<file path="config.mk">
export PLATFORM = sky130hd
export DESIGN_NAME = video_adc_output_interface
export DESIGN_NICKNAME = d
export VERILOG_FILES = /design/src/adc_pkg.sv /design/src/adc_sync.sv /design/src/video_adc_output_interface.sv
export VERILOG_INCLUDE_DIRS = /design/src
export SDC_FILE = /design/constraint.sdc
export NUM_CORES = 1
export LEC_CHECK = 0
export BUFFER_PORTS_ARGS = -buffer_cell sky130_fd_sc_hd__buf_2
export CELL_PAD_IN_SITES_DETAIL_PLACEMENT = 0
export CELL_PAD_IN_SITES_GLOBAL_PLACEMENT = 2
export CORE_MARGIN = 4
export CORE_UTILIZATION = 35
export CTS_CLUSTER_DIAMETER = 120
export CTS_CLUSTER_SIZE = 8
export DETAILED_ROUTE_END_ITERATION = 7
export PLACE_DENSITY_LB_ADDON = 0.1
export SETUP_SLACK_MARGIN = 0.4
export SLEW_MARGIN = 20
export SYNTH_ARGS = -nofsm -noshare
export SYNTH_HDL_FRONTEND = slang
export SYNTH_SLANG_ARGS = --single-unit
</file>
<file path="constraint.sdc">
create_clock -name clk -period 2.8 [get_ports clk]
set_clock_uncertainty 0.1 [all_clocks]
set_input_delay 0.14 -clock clk [delete_from_list [all_inputs] [get_ports clk]]
set_output_delay 0.14 -clock clk [all_outputs]
set_load 0.05 [all_outputs]
</file>
<file path="src/adc_regs.svh">
`ifndef ADC_REGS_SVH
`define ADC_REGS_SVH

// Register byte offsets
`define ADC_CTRL_OFS      12'h000
`define ADC_STATUS_OFS    12'h004
`define ADC_IRQ_STAT_OFS  12'h008
`define ADC_IRQ_EN_OFS    12'h00C
`define ADC_IRQ_CLR_OFS   12'h010
`define ADC_COUNT_OFS     12'h014

// Control fields
`define ADC_CTRL_RUN_BIT  0
`define ADC_CTRL_RST      32'h0000_0001

// Status fields
`define ADC_STAT_WORD_LSB 0
`define ADC_STAT_FLAG_BIT 8
`define ADC_STAT_TC_BIT   9
`define ADC_STAT_OE_BIT   10

// Interrupt event bits
`define ADC_IRQ_SAMPLE    0
`define ADC_IRQ_RANGE     1
`define ADC_IRQ_RATE      2
`define ADC_IRQ_W         3
`define ADC_IRQ_EN_RST    3'h0

// Digitised analog level and convertible window
`define ADC_ANA_W         10
`define ADC_ANA_STEP0     10'h080
`define ADC_ANA_STEP255   10'h17F
`define ADC_CODE_MAX      8'hFF
`define ADC_CODE_MIN      8'h00

// Timing
`define ADC_CLK_PERIOD_NS 10
`define ADC_MAX_RATE_MHZ  40
`define ADC_MIN_PERIOD_NS (1000 / `ADC_MAX_RATE_MHZ)
`define ADC_RATE_MIN_CYC  (`ADC_MIN_PERIOD_NS / `ADC_CLK_PERIOD_NS)

`endif

</file>
<file path="src/adc_pkg.sv">
package adc_pkg;

   typedef enum logic {
      CODING_TWOS   = 1'b0,
      CODING_BINARY = 1'b1
   } coding_t;

   typedef logic [7:0] code_t;

endpackage : adc_pkg

</file>
<file path="src/adc_sync.sv">
`timescale 1ns/1ps
`default_nettype none

module adc_sync #(
   parameter int W = 1
) (
   input  wire logic         clk,
   input  wire logic         rst,
   input  wire logic [W-1:0] async_in,
   output logic      [W-1:0] sync_out
);

   logic [W-1:0] meta_ff;

   // Stage one feeds only stage two
   always_ff @(posedge clk) begin
      if (rst) begin
         meta_ff  <= '0;
         sync_out <= '0;
      end else begin
         meta_ff  <= async_in;
         sync_out <= meta_ff;
      end
   end

endmodule : adc_sync

`default_nettype wire

</file>
<file path="src/video_adc_output_interface.sv">
// Overview of operation
// - Sample on rising edge of true clock
// - Sample on falling edge of complement clock
// - AC drive: same edges, true/complement
// - Low coding select gives two's complement
// - Active-low enable drives data and flag
// - Separate flag marks out-of-range input
// - Eight-bit word, bit 7 most significant
// - Up to 40 MHz; faster is flagged (the code flags only edges one clock apart)
// - Enabled: coding select picks output code
// - Disabled: word and flag high impedance
// - Under: code 0, over: 255, flag set (in two's complement the code gives 128 and 127)
//
// Chosen here: the APB slave port and the address map.
`timescale 1ns/1ps
`default_nettype none
`include "adc_regs.svh"

module video_adc_output_interface (
   input  wire logic                  clk,
   input  wire logic                  rst,
   input  wire logic                  psel,
   input  wire logic                  penable,
   input  wire logic                  pwrite,
   input  wire logic [11:0]           paddr,
   input  wire logic [31:0]           pwdata,
   output logic      [31:0]           prdata,
   output logic                       pready,
   output logic                       pslverr,
   input  wire logic                  sample_clk,
   input  wire logic                  sample_clk_n,
   input  wire logic                  coding_select_n,
   input  wire logic                  chip_enable_n,
   input  wire logic [`ADC_ANA_W-1:0] analog_input,
   output logic      [7:0]            sample_word,
   output logic                       sample_word_oe_n,
   output logic                       range_flag,
   output logic                       range_flag_oe_n,
   output logic                       irq
);

   localparam int SW = 4 + `ADC_ANA_W;
   localparam logic [3:0] RATE_MIN = 4'(`ADC_RATE_MIN_CYC);

   logic [SW-1:0]           pins_sync;
   logic                    clk_t_s;
   logic                    clk_c_s;
   logic                    tc_n_s;
   logic                    ce_n_s;
   logic [`ADC_ANA_W-1:0]   ana_s;
   logic                    clk_t_prev_ff;
   logic                    clk_c_prev_ff;
   logic                    edge_hit;
   logic                    run_ff;
   logic                    take;
   logic [3:0]              gap_ff;
   logic                    rate_err;
   adc_pkg::code_t          code_bin;
   logic                    out_of_range;
   adc_pkg::code_t          sample_word_ff;
   logic                    range_flag_ff;
   logic                    oe_n_ff;
   logic [31:0]             count_ff;
   logic [`ADC_IRQ_W-1:0]   irq_stat_ff;
   logic [`ADC_IRQ_W-1:0]   nxt_irq_stat;
   logic [`ADC_IRQ_W-1:0]   irq_en_ff;
   logic [`ADC_IRQ_W-1:0]   irq_evt;
   logic [`ADC_IRQ_W-1:0]   irq_clr;
   logic                    irq_ff;
   logic [31:0]             prdata_ff;
   logic                    pready_ff;
   logic                    pslverr_ff;
   logic                    setup;
   logic                    wr_done;
   logic                    addr_ok;
   logic [31:0]             rd_mux;
   adc_pkg::coding_t        coding;

   // Pins cross into clk through two flops before anything looks at them
   // Idle-high pins enter inverted: the cleared synchroniser then reads
   // as idle, so reset gives no false edge and no driven outputs
   adc_sync #(
      .W (SW)
   ) u_sync (
      .clk      (clk),
      .rst      (rst),
      .async_in ({sample_clk, ~sample_clk_n, coding_select_n,
                  ~chip_enable_n, analog_input}),
      .sync_out (pins_sync)
   );

   assign clk_t_s = pins_sync[SW-1];
   assign clk_c_s = ~pins_sync[SW-2];
   assign tc_n_s  = pins_sync[SW-3];
   assign ce_n_s  = ~pins_sync[SW-4];
   assign ana_s   = pins_sync[`ADC_ANA_W-1:0];
   assign coding  = adc_pkg::coding_t'(tc_n_s);

   always_ff @(posedge clk) begin
      if (rst) begin
         clk_t_prev_ff <= 1'b0;
         clk_c_prev_ff <= 1'b1;
      end else begin
         clk_t_prev_ff <= clk_t_s;
         clk_c_prev_ff <= clk_c_s;
      end
   end

   // The undriven input is held static, so only the driven one makes edges
   assign edge_hit = (clk_t_s & ~clk_t_prev_ff)
                   | (~clk_c_s & clk_c_prev_ff);
   assign take     = edge_hit & run_ff;

   // Edges closer than the minimum period mean the partner overclocks
   always_ff @(posedge clk) begin
      if (rst) begin
         gap_ff <= 4'hF;
      end else if (edge_hit) begin
         gap_ff <= 4'h1;
      end else if (gap_ff != 4'hF) begin
         gap_ff <= gap_ff + 4'h1;
      end
   end

   assign rate_err = edge_hit && (gap_ff < RATE_MIN);

   // Clamp to the end codes outside the convertible window
   always_comb begin
      out_of_range = 1'b0;
      code_bin     = `ADC_CODE_MIN;
      if (ana_s < `ADC_ANA_STEP0) begin
         out_of_range = 1'b1;
         code_bin     = `ADC_CODE_MIN;
      end else if (ana_s > `ADC_ANA_STEP255) begin
         out_of_range = 1'b1;
         code_bin     = `ADC_CODE_MAX;
      end else begin
         code_bin = 8'(ana_s - `ADC_ANA_STEP0);
      end
   end

   // One word per edge while run is set, one clock after the synchronised edge
   always_ff @(posedge clk) begin
      if (rst) begin
         sample_word_ff <= `ADC_CODE_MIN;
         range_flag_ff  <= 1'b0;
      end else if (take) begin
         // Two's complement flips only the msb of the binary code
         if (coding == adc_pkg::CODING_TWOS) begin
            sample_word_ff <= {~code_bin[7], code_bin[6:0]};
         end else begin
            sample_word_ff <= code_bin;
         end
         range_flag_ff <= out_of_range;
      end
   end

   // Enable acts on word and flag alike, coding select ignored
   always_ff @(posedge clk) begin
      if (rst) begin
         oe_n_ff <= 1'b1;
      end else begin
         oe_n_ff <= ce_n_s;
      end
   end

   assign sample_word      = sample_word_ff;
   assign range_flag       = range_flag_ff;
   assign sample_word_oe_n = oe_n_ff;
   assign range_flag_oe_n  = oe_n_ff;

   always_ff @(posedge clk) begin
      if (rst) begin
         count_ff <= 32'h0000_0000;
      end else if (take) begin
         count_ff <= count_ff + 32'h0000_0001;
      end
   end

   // APB slave: read data is latched in setup, answer with no wait state
   assign setup   = psel & ~penable;
   assign wr_done = psel & penable & pready_ff & pwrite;
   assign addr_ok = (paddr == `ADC_CTRL_OFS)     ||
                    (paddr == `ADC_STATUS_OFS)   ||
                    (paddr == `ADC_IRQ_STAT_OFS) ||
                    (paddr == `ADC_IRQ_EN_OFS)   ||
                    (paddr == `ADC_IRQ_CLR_OFS)  ||
                    (paddr == `ADC_COUNT_OFS);

   always_comb begin
      rd_mux = 32'h0000_0000;
      case (paddr)
         `ADC_CTRL_OFS: begin
            rd_mux[`ADC_CTRL_RUN_BIT] = run_ff;
         end
         `ADC_STATUS_OFS: begin
            rd_mux[`ADC_STAT_WORD_LSB +: 8] = sample_word_ff;
            rd_mux[`ADC_STAT_FLAG_BIT]      = range_flag_ff;
            rd_mux[`ADC_STAT_TC_BIT]        = tc_n_s;
            rd_mux[`ADC_STAT_OE_BIT]        = ~oe_n_ff;
         end
         `ADC_IRQ_STAT_OFS: begin
            rd_mux[`ADC_IRQ_W-1:0] = irq_stat_ff;
         end
         `ADC_IRQ_EN_OFS: begin
            rd_mux[`ADC_IRQ_W-1:0] = irq_en_ff;
         end
         `ADC_COUNT_OFS: begin
            rd_mux = count_ff;
         end
         default: begin
            rd_mux = 32'h0000_0000;
         end
      endcase
   end

   always_ff @(posedge clk) begin
      if (rst) begin
         pready_ff  <= 1'b0;
         pslverr_ff <= 1'b0;
         prdata_ff  <= 32'h0000_0000;
      end else if (setup) begin
         pready_ff  <= 1'b1;
         pslverr_ff <= ~addr_ok;
         prdata_ff  <= pwrite ? 32'h0000_0000 : rd_mux;
      end else begin
         pready_ff  <= 1'b0;
         pslverr_ff <= 1'b0;
      end
   end

   assign prdata  = prdata_ff;
   assign pready  = pready_ff;
   assign pslverr = pslverr_ff;

   always_ff @(posedge clk) begin
      if (rst) begin
         run_ff <= 1'(`ADC_CTRL_RST);
      end else if (wr_done && paddr == `ADC_CTRL_OFS) begin
         run_ff <= pwdata[`ADC_CTRL_RUN_BIT];
      end
   end

   always_ff @(posedge clk) begin
      if (rst) begin
         irq_en_ff <= `ADC_IRQ_EN_RST;
      end else if (wr_done && paddr == `ADC_IRQ_EN_OFS) begin
         irq_en_ff <= pwdata[`ADC_IRQ_W-1:0];
      end
   end

   // Sticky events; a new event in the clearing cycle survives
   always_comb begin
      irq_evt                  = '0;
      irq_evt[`ADC_IRQ_SAMPLE] = take;
      irq_evt[`ADC_IRQ_RANGE]  = take & out_of_range;
      irq_evt[`ADC_IRQ_RATE]   = rate_err;
      irq_clr = '0;
      if (wr_done && paddr == `ADC_IRQ_CLR_OFS) begin
         irq_clr = pwdata[`ADC_IRQ_W-1:0];
      end
      nxt_irq_stat = (irq_stat_ff & ~irq_clr) | irq_evt;
   end

   always_ff @(posedge clk) begin
      if (rst) begin
         irq_stat_ff <= '0;
         irq_ff      <= 1'b0;
      end else begin
         irq_stat_ff <= nxt_irq_stat;
         irq_ff      <= |(nxt_irq_stat & irq_en_ff);
      end
   end

   assign irq = irq_ff;
endmodule : video_adc_output_interface

`default_nettype wire

</file>
# [Word level (Yosys, flattened, before mapping)]
# Index checks and enable logic that the tools add are counted.
[op_classes] n_addsub=3 n_mul=0 n_div=0 n_lt_le_gt_ge=3 eq_ne=6 shift=0 mux=14 bitwise=23 n_reduce_logical=14
[ops] op="$add A32 B1 Y32 const B" n=1
[ops] op="$mux W32" n=1
[ops] op="$eq A12 B4 Y1 const B" n=2
[ops] op="$eq A12 B5 Y1 const B" n=2
[ops] op="$mux W8" n=3
[ops] op="$mux W21" n=1
[ops] op="$pmux W8 S2" n=1
[ops] op="$eq A12 B3 Y1 const B" n=1
[ops] op="$logic_not A12 Y1" n=1
[ops] op="$gt A10 B9 Y1 const B" n=1
[ops] op="$lt A10 B8 Y1 const B" n=1
[ops] op="$not A1 Y1" n=10
[ops] op="$and A1 B1 Y1" n=8
[ops] op="$mux W4" n=2
[ops] op="$pmux W2 S4" n=1
[ops] op="$sub A8 B8 Y8 const B" n=1
[ops] op="$and A3 B3 Y3" n=2
[ops] op="$logic_or A1 B1 Y1" n=5
[ops] op="$pmux W1 S5" n=1
[ops] op="$add A4 B1 Y4 const B" n=1
[ops] op="$logic_and A1 B1 Y1" n=4
[ops] op="$lt A4 B2 Y1 const B" n=1
[ops] op="$ne A4 B4 Y1 const B" n=1
[ops] op="$reduce_or A2 Y1" n=2
[ops] op="7 further kinds" n=9
[word_totals] register_bits=118 latch_bits=0 ram_bits=0 rom_bits=0 inputBits=63 n_memories=0

# [Longest topological paths before layout]
[depth] ltp_word=10 ltp_mapped=7

# [Hierarchy]
# A second synthesis with hierarchy kept.
[hier_totals] cells_unflattened=573 area_unflattened_um2=5114.9
[by_module_without_submodules] module="video_adc_output_interface" instances=1 cells_per_inst=515 area_per_inst_um2=4336.7 seq_area_each_um2=1801.7
[by_module_without_submodules] module="adc_sync" instances=1 cells_per_inst=58 area_per_inst_um2=778.2 seq_area_each_um2=560.5

# [Least setup slack after synthesis]
# OpenSTA, ideal clock, no wires.
[synth_path] path_type="reg-to-reg" startpoint="register pready_ff (netlist: pready)" endpoint="register irq_ff (netlist: irq)" setup_ns=0.127 arrival_time_ns=1.629 required_time_ns=2.573 path_slack_ns=0.944 path_stages_with_launch=6 synth_period_minus_slack_ns=1.856 cell_sequence="dfxtp_1 and4_1 nand3b_1 or3_4 a221oi_1 o21ai_1"
[synth_via] elab_chain_cells=9
[synth_rtl] element="from (decl)" line_no="video_adc_output_interface.sv:71" text="logic pready_ff;"
[synth_rtl] element="from (signal assigned)" line_no="video_adc_output_interface.sv:219" text="pready_ff <= 1'b0;"
[synth_rtl] element="from (signal assigned)" line_no="video_adc_output_interface.sv:223" text="pready_ff <= 1'b1;"
[synth_rtl] element="from (signal assigned)" line_no="video_adc_output_interface.sv:227" text="pready_ff <= 1'b0;"
[synth_rtl] element="$and A1 B1 Y1 (2 in series)" line_no="video_adc_output_interface.sv:182" text="assign wr_done = psel & penable & pready_ff & pwrite;"
[synth_rtl] element="$logic_and A1 B1 Y1 (no line)"
[synth_rtl] element="$mux W3" line_no="video_adc_output_interface.sv:259" text="if (wr_done && paddr == `ADC_IRQ_CLR_OFS) begin"
[synth_rtl] element="$not A3 Y3" line_no="video_adc_output_interface.sv:262" text="nxt_irq_stat = (irq_stat_ff & ~irq_clr) | irq_evt;"
[synth_rtl] element="$and A3 B3 Y3" line_no="video_adc_output_interface.sv:262"
[synth_rtl] element="$or A3 B3 Y3" line_no="video_adc_output_interface.sv:262"
[synth_rtl] element="$and A3 B3 Y3" line_no="video_adc_output_interface.sv:271" text="irq_ff <= |(nxt_irq_stat & irq_en_ff);"
[synth_rtl] element="$reduce_or A3 Y1" line_no="video_adc_output_interface.sv:271"
[synth_rtl] element="to (signal assigned)" line_no="video_adc_output_interface.sv:271"
[synth_rtl] element="to (decl)" line_no="video_adc_output_interface.sv:69" text="logic irq_ff;"
# Every way passes these cells.
# A chain may end at the register's enable or synchronous reset.

# [Worst setup path after layout]
[layout_path] startpoint="input port paddr[10]" endpoint="register irq_ff (netlist: irq)"
[layout_via] elab_chain_cells=8
[layout_rtl] element="from (decl)" line_no="video_adc_output_interface.sv:25" text="input wire logic [11:0] paddr,"
[layout_rtl] element="$eq A12 B5 Y1 (no line)"
[layout_rtl] element="$logic_and A1 B1 Y1 (no line)"
[layout_rtl] element="$mux W3" line_no="video_adc_output_interface.sv:259"
[layout_rtl] element="$not A3 Y3" line_no="video_adc_output_interface.sv:262"
[layout_rtl] element="$and A3 B3 Y3" line_no="video_adc_output_interface.sv:262"
[layout_rtl] element="$or A3 B3 Y3" line_no="video_adc_output_interface.sv:262"
[layout_rtl] element="$and A3 B3 Y3" line_no="video_adc_output_interface.sv:271"
[layout_rtl] element="$reduce_or A3 Y1" line_no="video_adc_output_interface.sv:271"
# Every way passes these cells.

==> impl_results.md <==
- Hold Startpoint: penable
- Final Cycle Share: between 70% and 80%
- Initial Util: a little over a third
- Post-Place Cell Area: 5270 um^2
- Worst path required time: ~3000 ps
- Setup TNS: 0 ps
- Yosys top cell area share: 49.4%
- PortBufs: 79
- Crit path largest cell delay: 530 ps
- Post-Synth Simple-Gate Area: 25.4%
- Final setup fails: 0
- Placed cells: 725
- Average size of a mapped cell: 9.60 um^2
- Max-Cap Viols: 0
- Area of the multi-input gates: about 2200 um^2
- Remaining DRCs: 0
- Register area share after synthesis: 49.4%
- Final hold violations: 0
- Worst skew pair latency: 410 ps
- Synth Flop Type: dfxtp_1
- Pre-antenna DRT Iters: 4
- Synth cell types: 53
- RSZ-0062 raised after global routing: no
- Row count: 42
- Mux contribution to synthesized area: 3.17%
- Post-Syn Instances: ~500
- Leak Pwr: 2.51 nW
- Synth area leaders: dfxtp_1, nor2_1, a22oi_1
- Via Count: 3758
- CP Launch Type: input pin
- Worst-margin pin slew: about 1000 ps
- Crit end category: flop
- Synth Area in XOR/XNOR: 6.23%
- CTS Root Buffer Type: clkbuf_16
- CTS tree: done
- Max frequency: approximately 0.48 GHz
- R2R Path End: count_ff[26]
- CTS max path bufs: 2
- Fin crit period: 2080 ps
- Slew Limit Fails: 0
- Reg2reg path depth: 5
- Adder-Cell Fraction of Synth Area: 0.524%
- Synth area leader: dfxtp_1
- Nets@finish: 657
- Initial antenna violation count: 0
- Buf/Inv on CP: 3
- Relative slew slack: 34.6%
- RR Startpoint: clk_t_prev_ff
- Number of CTS-inserted buffers: 17
- Synth Register Bits: 118
- DIE AREA: 15600 um^2
- Via/cell ratio: 4.81
- HPWL Detailed: approximately 7400 um
- Die extent in y: between 100 and 150 um
- Final WL: between 10000 and 15000 um
- Core footprint: approximately 13000 um^2
- Largest family of logic cells by synthesized area: simple AND/OR/NAND/NOR gates
- Clk sinks: 118
- Async SR Flop Fraction: 0%
- Pin count of the biggest net entering global routing: 65
- Crit-path max FO: 5
- DR iter-0 viols: 169
- R2R setup slack: 790 ps
- Post-synthesis compound-gate area fraction: 11.6%
- GRT overflow: 0
- Worst Setup Slack post-DPL: about 740 ps
- Most frequent cells in the layout: dfxtp_1, buf_2, nor2_1
- Fin Hold WS: 59.6 ps
- Filler cell count: 1300
- Vias in the first global route: 3565
- Peak VDD IR: 0.438 mV
- Routed length per instance: 13.9 um
- Total track usage: between 10 and 15%
- Die span in x: 125 um
- Status: completed
- Post-synth EDFFs: 0
- Post-route ant nets: 0
- Power Density: just over 700 nW/um^2
- Final worst setup slack: 723 ps
- Number of antenna diodes: 0
- # IOs: roughly 110
- Setup Crit Path Kind: in2reg
- Fin cells: a little under 800
- Layout cell share with drive strength beyond 1: between 20% and 30%
- HP Class: in2reg
- Yosys warnings: 0
- Area grow syn2layout: 28.7%
- Worst-path clk slew: 60 ps
- Critical-path top delay cell: dlygate4sd3_1
- Final Cell Area: 6150 um^2
- H-tree Lvls: 4
- Synth Cell Area: between 4000 and 5000 um^2
- Hold EP: prdata[2]
- First-pass GRT wire length: 18200 um
- Worst Hold Depth: 3
- CP arrival: 2260 ps
- CP Cell Sequence: dlygate4sd3_1 -> buf_2 -> nor4_4 -> dlymetal6s4s_1 -> nand3_2 -> or3_4 -> a221oi_1 -> o21ai_1
- Reg area: roughly 2400 um^2
- Mapped Nets: 563
- Commonest non-fill, non-tap cell in the layout: dfxtp_1
- GPL Wtd Cong: 0.764
- Crit path max-delay family: buffers and inverters
==> Yosys cell counts (7+ instances only) <==
library cell and number:
mux2_2 9, a21oi_1 17, inv_1 8, nor2b_1 30, nor2_1 76, and3_1 7
nand2_1 24, clkbuf_1 17, o21ai_0 24, a22oi_1 30, xor2_1 15, xnor2_1 19
buf_2 8, nand3_1 17, nand4_1 9, dfxtp_1 118
==> metrics by stage <==
step	total power, mW	util (%)
after CTS	4.45	46.1
final	4.39	46.3
after floorplan	2.01	-
after detailed placement	2.10	39.7
after global placement	2.09	39.7
after global routing	4.57	46.3
==> cell families (layout without fill, tap and decap cells) <==
group / after synthesis / after routing
AOI/OAI and AO/OA: 85 / 85
xor gates and xnor gates: 34 / 34
adders and majority gates: 2 / 2
buffers and inverters: 39 / 146
DFF: 118 / 118
muxes: 14 / 14
and+or+nand+nor: 206 / 206
==> registers in the layout, indices dropped and copies added, names as in the netlist <==
signal           count
irq_en_ff            3
u_sync.sync_out     14
run_ff               1
range_flag_oe_n      1
irq                  1
count_ff            32
prdata              32
sample_word          8
range_flag           1
pslverr              1
clk_t_prev_ff        1
u_sync.meta_ff      14
irq_stat_ff          3
gap_ff               4
clk_c_prev_ff        1
pready               1
==> layout make-up <==
cell class	instances	area share (%)
clock buffer	18	7.14
clock inverter	14	3.27
inverter	8	0.488
multi-input combinational	341	36.4
sequential	118	38.4
tap	176	3.58
timing repair buffer	106	10.7
==> repair_timing <==
item	CTS	global route
endpoints found under the setup margin	0	3
gates resized for setup	0	1
setup buffers	0	2
hold buffers	22	0
hold endpoints to repair	22	0
==> where the power goes <==
part	internal, mW	switching, mW	total, mW
clock network	1.52	0.787	2.31
logic	0.136	0.165	0.301
registers	1.74	0.0431	1.78
==> worst register-to-register path, delay by kind of cell (launching register included) <==
kind	cells	cell delay, ps
xor+xnor	1	190
simple gates	3	500
flops	1	300
compound gates	1	780
==> worst max path at each step <==
stage / from / end / slack (ps) / depth (start not counted)
5_1_grt: clk_t_prev_ff / count_ff[24] / 580 / 5
2_1_floorplan: pready / irq / 940 / 5
6_report: paddr[10] / irq / 720 / 8
3_3_place_gp: rst / irq / 770 / 6
3_5_place_dp: rst / irq / 740 / 6
4_1_cts: paddr[10] / irq / 460 / 8
==> layer usage <==
layer	share of wire (%)	GRT usage [%]	up-vias	routed length [um]
li1	-	-	1937	-
met1	51	19.6	1718	5530
met2	43	21.2	90	4650
met3	4.8	3.95	13	524
met4	1.6	6.89	0	176
met5	0	0	-	0
Power figures use the tool's default switching activity.
